### src/rtl/ctar_params.svh
`ifndef CTAR_PARAMS_SVH
`define CTAR_PARAMS_SVH
// Register offsets on the serial control bus
`define CTAR_ADDR_SYNC_POL 8'h03
`define CTAR_ADDR_CLAMP_TIME 8'h07
`define CTAR_ADDR_COARSE_CTRL 8'h09
`define CTAR_ADDR_TIMING 8'h0a
`define CTAR_ADDR_REF_ADJ 8'h0b
`define CTAR_ADDR_AUX_BASE 8'h10
// Field positions
`define CTAR_POS_SYNC_POL 5
`define CTAR_POS_ON_TIME 3
`define CTAR_POS_SYNC_SEL 6
`define CTAR_POS_OSC_EN 0
`define CTAR_POS_BIAS_DBL 1
`define CTAR_POS_DUTY_EQ 3
`define CTAR_POS_CLK_DLY 5
`define CTAR_POS_REF_TRIM 4
// Reset values (none documented; chosen safe)
`define CTAR_RST_TIMING 8'h01
`define CTAR_RST_REF_ADJ 8'h01
`define CTAR_RST_ZERO 8'h00
`endif

### src/rtl/ctar_pkg.sv
package ctar_pkg;
  typedef logic [7:0] ctar_byte_t;
  typedef enum logic [1:0] {CTAR_IDLE, CTAR_ARMED, CTAR_ON} ctar_clamp_e;
endpackage

### src/rtl/ctar_clamp_if.sv
interface ctar_clamp_if;
  logic fire;
  logic [2:0] on_time;
  logic active;
  modport ctrl(output fire, output on_time, input active);
  modport timer(input fire, input on_time, output active);
endinterface

### src/rtl/ctar_clamp_timer.sv
module ctar_clamp_timer (
  input wire logic clk_in,
  input wire logic rstn_in,
  ctar_clamp_if.timer ctl
);
  typedef struct packed {
    logic [2:0] cnt;
    logic act;
  } ctar_tmr_s;
  ctar_tmr_s cur_ff;
  ctar_tmr_s nxt_st;

  // Down-counter holds clamp on until count expires
  always_comb begin
    nxt_st = cur_ff;
    if (ctl.fire && ctl.on_time != 3'h0) begin
      nxt_st.cnt = ctl.on_time;
      nxt_st.act = 1'b1;
    end else if (cur_ff.act) begin
      if (cur_ff.cnt == 3'h1) begin
        nxt_st.act = 1'b0;
        nxt_st.cnt = 3'h0;
      end else begin
        nxt_st.cnt = cur_ff.cnt - 3'h1;
      end
    end
  end

  always_ff @(posedge clk_in or negedge rstn_in) begin
    if (!rstn_in) begin
      cur_ff <= '0;
    end else begin
      cur_ff <= nxt_st;
    end
  end

  assign ctl.active = cur_ff.act;
endmodule

### src/rtl/ctar_regs.sv
`include "ctar_params.svh"
// Overview of operation
// - Coarse on bit fires clamp for on-time
// - Direction bit drives clamp while enabled
// - Oscillator-enable zero disables crystal oscillator
// - Bias-double bit doubles analog bias currents
// - Duty equalizer affects ADC clock only
// - Clock-delay field sets core clock delay
// - Three-bit ADC reference trim field
// - Eight read-only aux registers from 10H
// - Aux register n shows aux input n
// - Sync-select on: clamps fire on sync
// - Sync edge-detected, polarity bit selects edge
// - Sync-select off: clamps fire on bit
// - On bits edge-detected; clear before retrigger
// - Coarse on-time sets clamp cycle count
// - Polarity zero: low pulse is sync
module ctar_regs #(
  parameter int NUM_CLAMPS = 3,
  parameter int NUM_AUX = 8
) (
  input wire logic SYS_CLK_IN,
  input wire logic RSTN_IN,
  input wire logic WR_EN_IN,
  input wire logic RD_EN_IN,
  input wire logic [7:0] ADDR_IN,
  input wire logic [7:0] WDATA_IN,
  output logic [7:0] RDATA_OUT,
  input wire logic SYNC_IN,
  input wire logic AUX_VALID_IN,
  input wire logic [2:0] AUX_CHAN_IN,
  input wire logic [7:0] AUX_DATA_IN,
  output logic [NUM_CLAMPS-1:0] CLAMP_ON_OUT,
  output logic [NUM_CLAMPS-1:0] CLAMP_UP_OUT,
  output logic OSC_ENABLE_OUT,
  output logic BIAS_DOUBLE_OUT,
  output logic DUTY_EQ_ENABLE_OUT,
  output logic [1:0] CORE_CLK_DELAY_OUT,
  output logic [2:0] ADC_REF_TRIM_OUT
);
  // Whole register file and edge history in one registered struct
  typedef struct packed {
    ctar_pkg::ctar_byte_t sync_pol_reg;
    ctar_pkg::ctar_byte_t clamp_time_reg;
    ctar_pkg::ctar_byte_t coarse_clamp_control;
    ctar_pkg::ctar_byte_t timing_config;
    ctar_pkg::ctar_byte_t adc_reference_adjust;
    logic [NUM_AUX-1:0][7:0] aux_monitor_result;
    logic [NUM_CLAMPS-1:0] on_prev;
    logic sync_prev;
    ctar_pkg::ctar_byte_t rdata;
    logic [NUM_CLAMPS-1:0] clamp_up;
    logic [NUM_CLAMPS-1:0] clamp_on;
    logic [NUM_CLAMPS-1:0] armed;
  } ctar_state_s;

  ctar_state_s cur_ff;
  ctar_state_s nxt_st;
  // Per-clamp wiring between the bank and its timers
  logic [NUM_CLAMPS-1:0] fire;
  logic [NUM_CLAMPS-1:0] active;
  logic [NUM_CLAMPS-1:0] on_bit;
  logic [NUM_CLAMPS-1:0] dir_bit;
  logic sync_sel;
  logic sync_pol;
  logic sync_lvl;
  logic sync_edge;

  // Address match used by write and read paths
  function automatic logic hit(input logic [7:0] a, input logic [7:0] ref_a);
    return a == ref_a;
  endfunction

  // Offset falls inside the read-only aux window
  function automatic logic aux_hit(input logic [7:0] a);
    return a >= `CTAR_ADDR_AUX_BASE && 32'(a - `CTAR_ADDR_AUX_BASE) < NUM_AUX;
  endfunction

  // Clamp k control pair sits at bits 2k (direction) and 2k+1 (on)
  genvar gi;
  generate
    for (gi = 0; gi < NUM_CLAMPS; gi++) begin : g_clamp
      ctar_clamp_if cif();
      assign on_bit[gi] = cur_ff.coarse_clamp_control[2*gi+1];
      assign dir_bit[gi] = cur_ff.coarse_clamp_control[2*gi];
      assign cif.fire = fire[gi];
      assign cif.on_time = cur_ff.clamp_time_reg[`CTAR_POS_ON_TIME +: 3];
      assign active[gi] = cif.active;
      ctar_clamp_timer u_tmr (
        .clk_in(SYS_CLK_IN),
        .rstn_in(RSTN_IN),
        .ctl(cif.timer)
      );
    end
  endgenerate

  // Synchronised mode select
  assign sync_sel = cur_ff.clamp_time_reg[`CTAR_POS_SYNC_SEL];
  // Polarity bit picks which level counts as the sync pulse
  assign sync_pol = cur_ff.sync_pol_reg[`CTAR_POS_SYNC_POL];
  assign sync_lvl = sync_pol ? SYNC_IN : ~SYNC_IN;
  // Raw pin history, so rewriting the polarity bit alone never fires a clamp
  assign sync_edge = sync_lvl & (cur_ff.sync_prev ^ sync_pol);

  // Triggering: rising edge of on bit fires now, or arms for next sync
  always_comb begin
    fire = '0;
    for (int k = 0; k < NUM_CLAMPS; k++) begin
      if (sync_sel) begin
        fire[k] = cur_ff.armed[k] & sync_edge;
      end else begin
        fire[k] = on_bit[k] & ~cur_ff.on_prev[k];
      end
    end
  end

  // Next-state: register writes, aux capture, edge history, read data
  always_comb begin
    nxt_st = cur_ff;
    nxt_st.sync_prev = SYNC_IN; // Raw pin level, polarity applied on use
    nxt_st.on_prev = on_bit;

    // One-shot arming per clamp for synchronised mode
    for (int k = 0; k < NUM_CLAMPS; k++) begin
      if (!sync_sel || fire[k]) begin
        nxt_st.armed[k] = 1'b0;
      end
      // Arming on the bit edge beats consumption by a same-cycle sync
      if (sync_sel && on_bit[k] && !cur_ff.on_prev[k]) begin
        nxt_st.armed[k] = 1'b1;
      end
    end

    // Clamp pins registered once more so each leaves a flip-flop
    for (int k = 0; k < NUM_CLAMPS; k++) begin
      nxt_st.clamp_on[k] = active[k];
      // Direction means nothing while the clamp is off, so hold it low
      if (active[k]) begin
        nxt_st.clamp_up[k] = dir_bit[k];
      end else begin
        nxt_st.clamp_up[k] = 1'b0;
      end
    end

    // Latest conversion per channel; out-of-range channels are dropped
    if (AUX_VALID_IN && 32'(AUX_CHAN_IN) < NUM_AUX) begin
      nxt_st.aux_monitor_result[AUX_CHAN_IN] = AUX_DATA_IN;
    end

    // Reserved bits stored as written; host is responsible for them
    if (WR_EN_IN) begin
      if (hit(ADDR_IN, `CTAR_ADDR_SYNC_POL)) begin
        nxt_st.sync_pol_reg = WDATA_IN;
      end
      if (hit(ADDR_IN, `CTAR_ADDR_CLAMP_TIME)) begin
        nxt_st.clamp_time_reg = WDATA_IN;
      end
      if (hit(ADDR_IN, `CTAR_ADDR_COARSE_CTRL)) begin
        nxt_st.coarse_clamp_control = WDATA_IN;
      end
      if (hit(ADDR_IN, `CTAR_ADDR_TIMING)) begin
        nxt_st.timing_config = WDATA_IN;
      end
      if (hit(ADDR_IN, `CTAR_ADDR_REF_ADJ)) begin
        nxt_st.adc_reference_adjust = WDATA_IN;
      end
      // Aux window ignores writes, so results cannot be forged
    end

    // Idle cycles and unmapped offsets read as zero
    nxt_st.rdata = 8'h00;
    if (RD_EN_IN) begin
      if (hit(ADDR_IN, `CTAR_ADDR_SYNC_POL)) begin
        nxt_st.rdata = cur_ff.sync_pol_reg;
      end
      if (hit(ADDR_IN, `CTAR_ADDR_CLAMP_TIME)) begin
        nxt_st.rdata = cur_ff.clamp_time_reg;
      end
      if (hit(ADDR_IN, `CTAR_ADDR_COARSE_CTRL)) begin
        nxt_st.rdata = cur_ff.coarse_clamp_control;
      end
      if (hit(ADDR_IN, `CTAR_ADDR_TIMING)) begin
        nxt_st.rdata = cur_ff.timing_config;
      end
      if (hit(ADDR_IN, `CTAR_ADDR_REF_ADJ)) begin
        nxt_st.rdata = cur_ff.adc_reference_adjust;
      end
      if (aux_hit(ADDR_IN)) begin
        nxt_st.rdata = cur_ff.aux_monitor_result[3'(ADDR_IN - `CTAR_ADDR_AUX_BASE)];
      end
    end
  end

  // Timing and reference registers wake with safe values
  always_ff @(posedge SYS_CLK_IN or negedge RSTN_IN) begin
    if (!RSTN_IN) begin
      cur_ff <= '0;
      cur_ff.timing_config <= `CTAR_RST_TIMING;
      cur_ff.adc_reference_adjust <= `CTAR_RST_REF_ADJ;
    end else begin
      cur_ff <= nxt_st;
    end
  end

  // Analog-facing timing controls straight from register bits
  assign OSC_ENABLE_OUT = cur_ff.timing_config[`CTAR_POS_OSC_EN];
  assign BIAS_DOUBLE_OUT = cur_ff.timing_config[`CTAR_POS_BIAS_DBL];
  assign DUTY_EQ_ENABLE_OUT = cur_ff.timing_config[`CTAR_POS_DUTY_EQ];
  assign CORE_CLK_DELAY_OUT = cur_ff.timing_config[`CTAR_POS_CLK_DLY +: 2];

  // Reference trim reaches the analog side unchanged
  assign ADC_REF_TRIM_OUT = cur_ff.adc_reference_adjust[`CTAR_POS_REF_TRIM +: 3];

  // Clamp pins and read data leave their own flip-flops
  assign CLAMP_ON_OUT = cur_ff.clamp_on;
  assign CLAMP_UP_OUT = cur_ff.clamp_up;
  assign RDATA_OUT = cur_ff.rdata;
endmodule

### config.mk
export PLATFORM = sky130hd
export DESIGN_NAME = ctar_regs
export DESIGN_NICKNAME = d
export VERILOG_FILES = /design/src/rtl/ctar_pkg.sv /design/src/rtl/ctar_clamp_if.sv /design/src/rtl/ctar_clamp_timer.sv /design/src/rtl/ctar_regs.sv
export VERILOG_INCLUDE_DIRS = /design/src /design/src/rtl
export SDC_FILE = /design/constraint.sdc
export NUM_CORES = 1
export LEC_CHECK = 0
export BUFFER_PORTS_ARGS = -buffer_cell sky130_fd_sc_hd__buf_2
export CAP_MARGIN = 40
export CORE_MARGIN = 8
export CORE_UTILIZATION = 54
export CTS_CLUSTER_DIAMETER = 150
export DETAILED_ROUTE_END_ITERATION = 8
export GPL_ROUTABILITY_DRIVEN = 0
export GPL_TIMING_DRIVEN = 0
export PLACE_DENSITY = 0.76
export RECOVER_POWER = 100
export SYNTH_ARGS = -nofsm -noshare
export SYNTH_HDL_FRONTEND = slang
export SYNTH_SLANG_ARGS = --single-unit
### constraint.sdc
create_clock -name SYS_CLK_IN -period 1.4 [get_ports SYS_CLK_IN]
set_input_delay 0.07 -clock SYS_CLK_IN [delete_from_list [all_inputs] [get_ports SYS_CLK_IN]]
set_output_delay 0.07 -clock SYS_CLK_IN [all_outputs]
set_load 0.05 [all_outputs]
==> run summary <==
========================================================================================
Status                                                                      finished with violations
Violations in the final reports                                             negative setup slack
Total leakage power                                                              3.67 nW
Switching Power                                                                  2.66 mW
Number of cells traversed by the worst hold path                                       3
Cell taking the most area after synthesis                                        dfrtp_1
Critical R2R Launch                                                         cur_ff[122]$_DFFE_PN0P_
Worst hold margin                                                                37.1 ps
Critical Path, Cell by Cell                                                 or3b_4 > a21oi_4 > o21ai_4 > a22o_1
Buffer levels on the longest clock path                                                2
CP endpoint kind                                                                register
Final Hold Viols                                                                       0
Tightest slew margin relative to the limit                                         40.5%
Final worst-path setup slack                                                    -35.1 ps
Worst-Margin Slew                                                                 888 ps
Launching element type of the critical path                                     register
Arrival time at the worst endpoint                                               1730 ps
Count of routing violations after the opening detailed-route iteration               193
Final non-filler cell total                                                          697
Sw Share                                                                           25.1%
Antenna-violating nets left                                                            0
Wire length reported by the detailed router                                     14000 µm
DRC viols                                                                              0
Count of input and output buffers                                                     48
Clock group share of total power                                                   37.3%
Ports placed on the boundary                                                          55
Power Dens Cells                                                             1380 mW/mm²
Initial core utilization                                                           54.5%
Delay of the slowest cell on the worst path                                       440 ps
Final setup violation count                                                            6
Global routing usage summed across all routing layers                              19.0%
Antenna violations before repair                                                       0
Worst setup path start                                                      cur_ff[122]$_DFFE_PN0P_
Portion of the clock cycle consumed by the worst path in the final layout           103%
Time the final worst path needs with I/O delays and setup                        1440 ps
Detailed-route via count                                                            3947
Net count of the mapped netlist                                                      491
Final design area excluding fillers                                          0.00770 mm²
Number of buffers added by the clock tree synthesis step                              17
Part of the Yosys area used for sequential elements                                53.1%
Wire length of the first global-routing pass                                    23200 µm
Worst vdd rail ir drop                                                          0.882 mV
Total placed instance area                                                   0.00694 mm²
Number of global-route vias before repair                                           4420
Cell at the root of the clock tree                                             clkbuf_16
Area share of the leading cell type in the synthesized netlist                     52.3%
Die W                                                                             125 µm
End of the worst register-to-register path                                  g_clamp[2].u_tmr.cur_ff[1]$_DFFE_PN0P_
Reg2Reg Setup Slack                                                               -40 ps
Count of state elements after synthesis                                              137
Antenna cells                                                                          0
Clk sink count                                                                       137
End-of-flow core utilization                                                       64.9%
Buffers and inverters on the worst path                                                0
Post-detailed-route via-to-cell ratio                                               5.66
Required time at the endpoint of the critical path                               1700 ps
Net count, final                                                                     580
Combinational share of power                                                       16.4%
Avg WL per Cell                                                                  20.2 µm
Worst slack, placed                                                              -380 ps
Library cells used by synthesis                                                       44
Maximum number of pins on one net before global-route repair                          83
Placeable core region                                                         0.0119 mm²
Clock Pin Slew Worst Setup and Hold Paths                                          50 ps
Largest driver fanout on the critical path                                             4
Cell family with most CP delay                                              compound AO/OA/AOI/OAI gates
Final setup skew                                                                 6.34 ps
Cells taking the most area after synthesis                                  dfrtp_1, mux2_2, mux2_4
Yosys warnings                                                                         0
Vertical die dimension                                                            125 µm
Fraction of registers with async set/reset                                          100%
Reg power frac                                                                     46.4%
Highest-delay cell along the critical path                                        or3b_4
Rows                                                                                  40
Maximum capacitance violations                                                         0
Worst Min Path Start                                                            RD_EN_IN
Placed wire-length estimate                                                      9310 µm
Max Clock Freq                                                                   697 MHz
H-tree Lvls                                                                            4
Accumulated negative setup slack                                                -86.9 ps
Summed instance area of the synthesized netlist                              0.00646 mm²
Post-Synthesis Cells                                                                 452
Internal power of the cells                                                      7.95 mW
Synth cell count leaders                                                    dfrtp_1, mux2_2, mux2_4
CTS tree                                                                           built
Critical path type                                                            reg -> reg
Max Transition Viols Final                                                             0
Dominant register cell in the synthesized netlist                                dfrtp_1
Most numerous cell in the Yosys netlist                                          dfrtp_1
Area added between synthesis and finish                                            19.2%
Number of cells on the worst reg-to-reg path                                           4
Unrepaired setup endpoints after global routing                                     true
Count of TritonRoute iterations in the first routing pass                              4
Tightest Hold Check Type                                                       in -> reg
Total Power Consumption                                                          10.6 mW
Die Area                                                                      0.0157 mm²
Clock insertion delay at the later pin of the skew report                         420 ps
Share of final-layout standard cells stronger than drive strength 1                46.5%
Hold endpoint                                                               RDATA_OUT[6]$_DFF_PN0_
Post-synthesis area per instance                                                14.3 µm²
Global route overflow                                                                  0
EDFF count, synth                                                                      0
Number of instances in the placed design                                             648
========================================================================================
routing by layer:
layer	track usage, %	routed length [µm]	vias up
met1	21.6	5740	2052
li1	-	-	1809
met4	6.02	193	0
met2	34.0	7630	71
met3	5.27	483	15
met5	0	0	-
cells by family (layout without fill, tap and decap cells):
| logic type | count (synthesis) | in the layout | synth area share [%] |
|---|---|---|---|
| buffers and inverters | 50 | 148 | 4.63 |
| muxes | 142 | 142 | 29.1 |
| adders and majority gates | 6 | 6 | 1.16 |
| AOI/OAI and AO/OA | 57 | 57 | 6.06 |
| and+or+nand+nor | 60 | 60 | 5.98 |
| DFF | 137 | 137 | 53.1 |
tightest hold or removal path, cell delays in order:
cell	delay, ps
buf_2	120
o211ai_1	110
o21ai_0	110
placed cells by master, fill, tap and decap left out, drive strengths merged, types with 2 or more instances in the layout:
cell type	synthesis	layout
a21boi	3	3
a21o	2	2
a21oi	13	13
a22o	8	8
a22oi	7	7
and2	4	4
buf	29	59
clkbuf	8	55
clkinv	0	2
dfrtp	135	135
dfstp	2	2
dlygate4sd3	0	18
ha	6	6
inv	13	13
mux2	111	111
mux2i	15	15
mux4	16	16
nand2	14	14
nand2b	4	4
nand3	4	4
nand3b	3	3
nand4b	3	3
nor2	6	6
nor3	5	5
nor3b	2	2
o21ai	7	7
o22ai	7	7
o2bb2ai	8	8
or2	3	3
or3	5	5
cell type report:
type | count | area [µm²]
Sequential cell | 137 | 3430
Fill cell | 875 | 4160
Tap cell | 147 | 184
Clock inverter | 3 | 17.5
Inverter | 13 | 48.8
Clock buffer | 25 | 495
Multi-Input combinational cell | 265 | 2810
Buffer | 37 | 251
Timing Repair Buffer | 70 | 464
how the worst max path moves through the flow:
stage / to / slack [ps] / cells past startpoint
6_report: g_clamp[2].u_tmr.cur_ff[1]$_DFFE_PN0P_ / -40 / 4
2_1_floorplan: cur_ff[109]$_DFFE_PN0P_ / 3 / 5
5_1_grt: g_clamp[2].u_tmr.cur_ff[1]$_DFFE_PN0P_ / -70 / 4
4_1_cts: g_clamp[2].u_tmr.cur_ff[1]$_DFFE_PN0P_ / -10 / 4
3_5_place_dp: RDATA_OUT[3]$_DFF_PN0_ / -380 / 5
3_3_place_gp: cur_ff[39]$_DFFE_PN0P_ / -1480 / 1
sequential cells by signal (all words and copies together) (netlist names), 2 cells and up:
| signal | cells |
|---|---|
| CLAMP_UP_OUT | 3 |
| cur_ff | 103 |
| ADC_REF_TRIM_OUT | 3 |
| RDATA_OUT | 8 |
| g_clamp.u_tmr.cur_ff | 9 |
| g_clamp.u_tmr.ctl.active | 3 |
| CORE_CLK_DELAY_OUT | 2 |
| CLAMP_ON_OUT | 3 |
power by group through the flow:
stage	Sequential, mW	Clock [mW]	Combinational (mW)
floorplan	4.87	0	1.29
global placement	4.92	0	1.60
detailed placement	4.98	0	1.69
CTS	4.91	4.02	1.74
global route	4.99	4.17	1.92
finish	4.92	3.95	1.74
what timing repair did:
action / in CTS / in global routing
setup endpoints to repair: 8 / 16
pin swaps: 2 / 2
buffers inserted: 1 / 2
resized for setup: 5 / 7
endpoints found under the hold margin: 155 / 0
hold buffers: 18 / 0
Note: power is estimated with default switching activity, not from simulation.
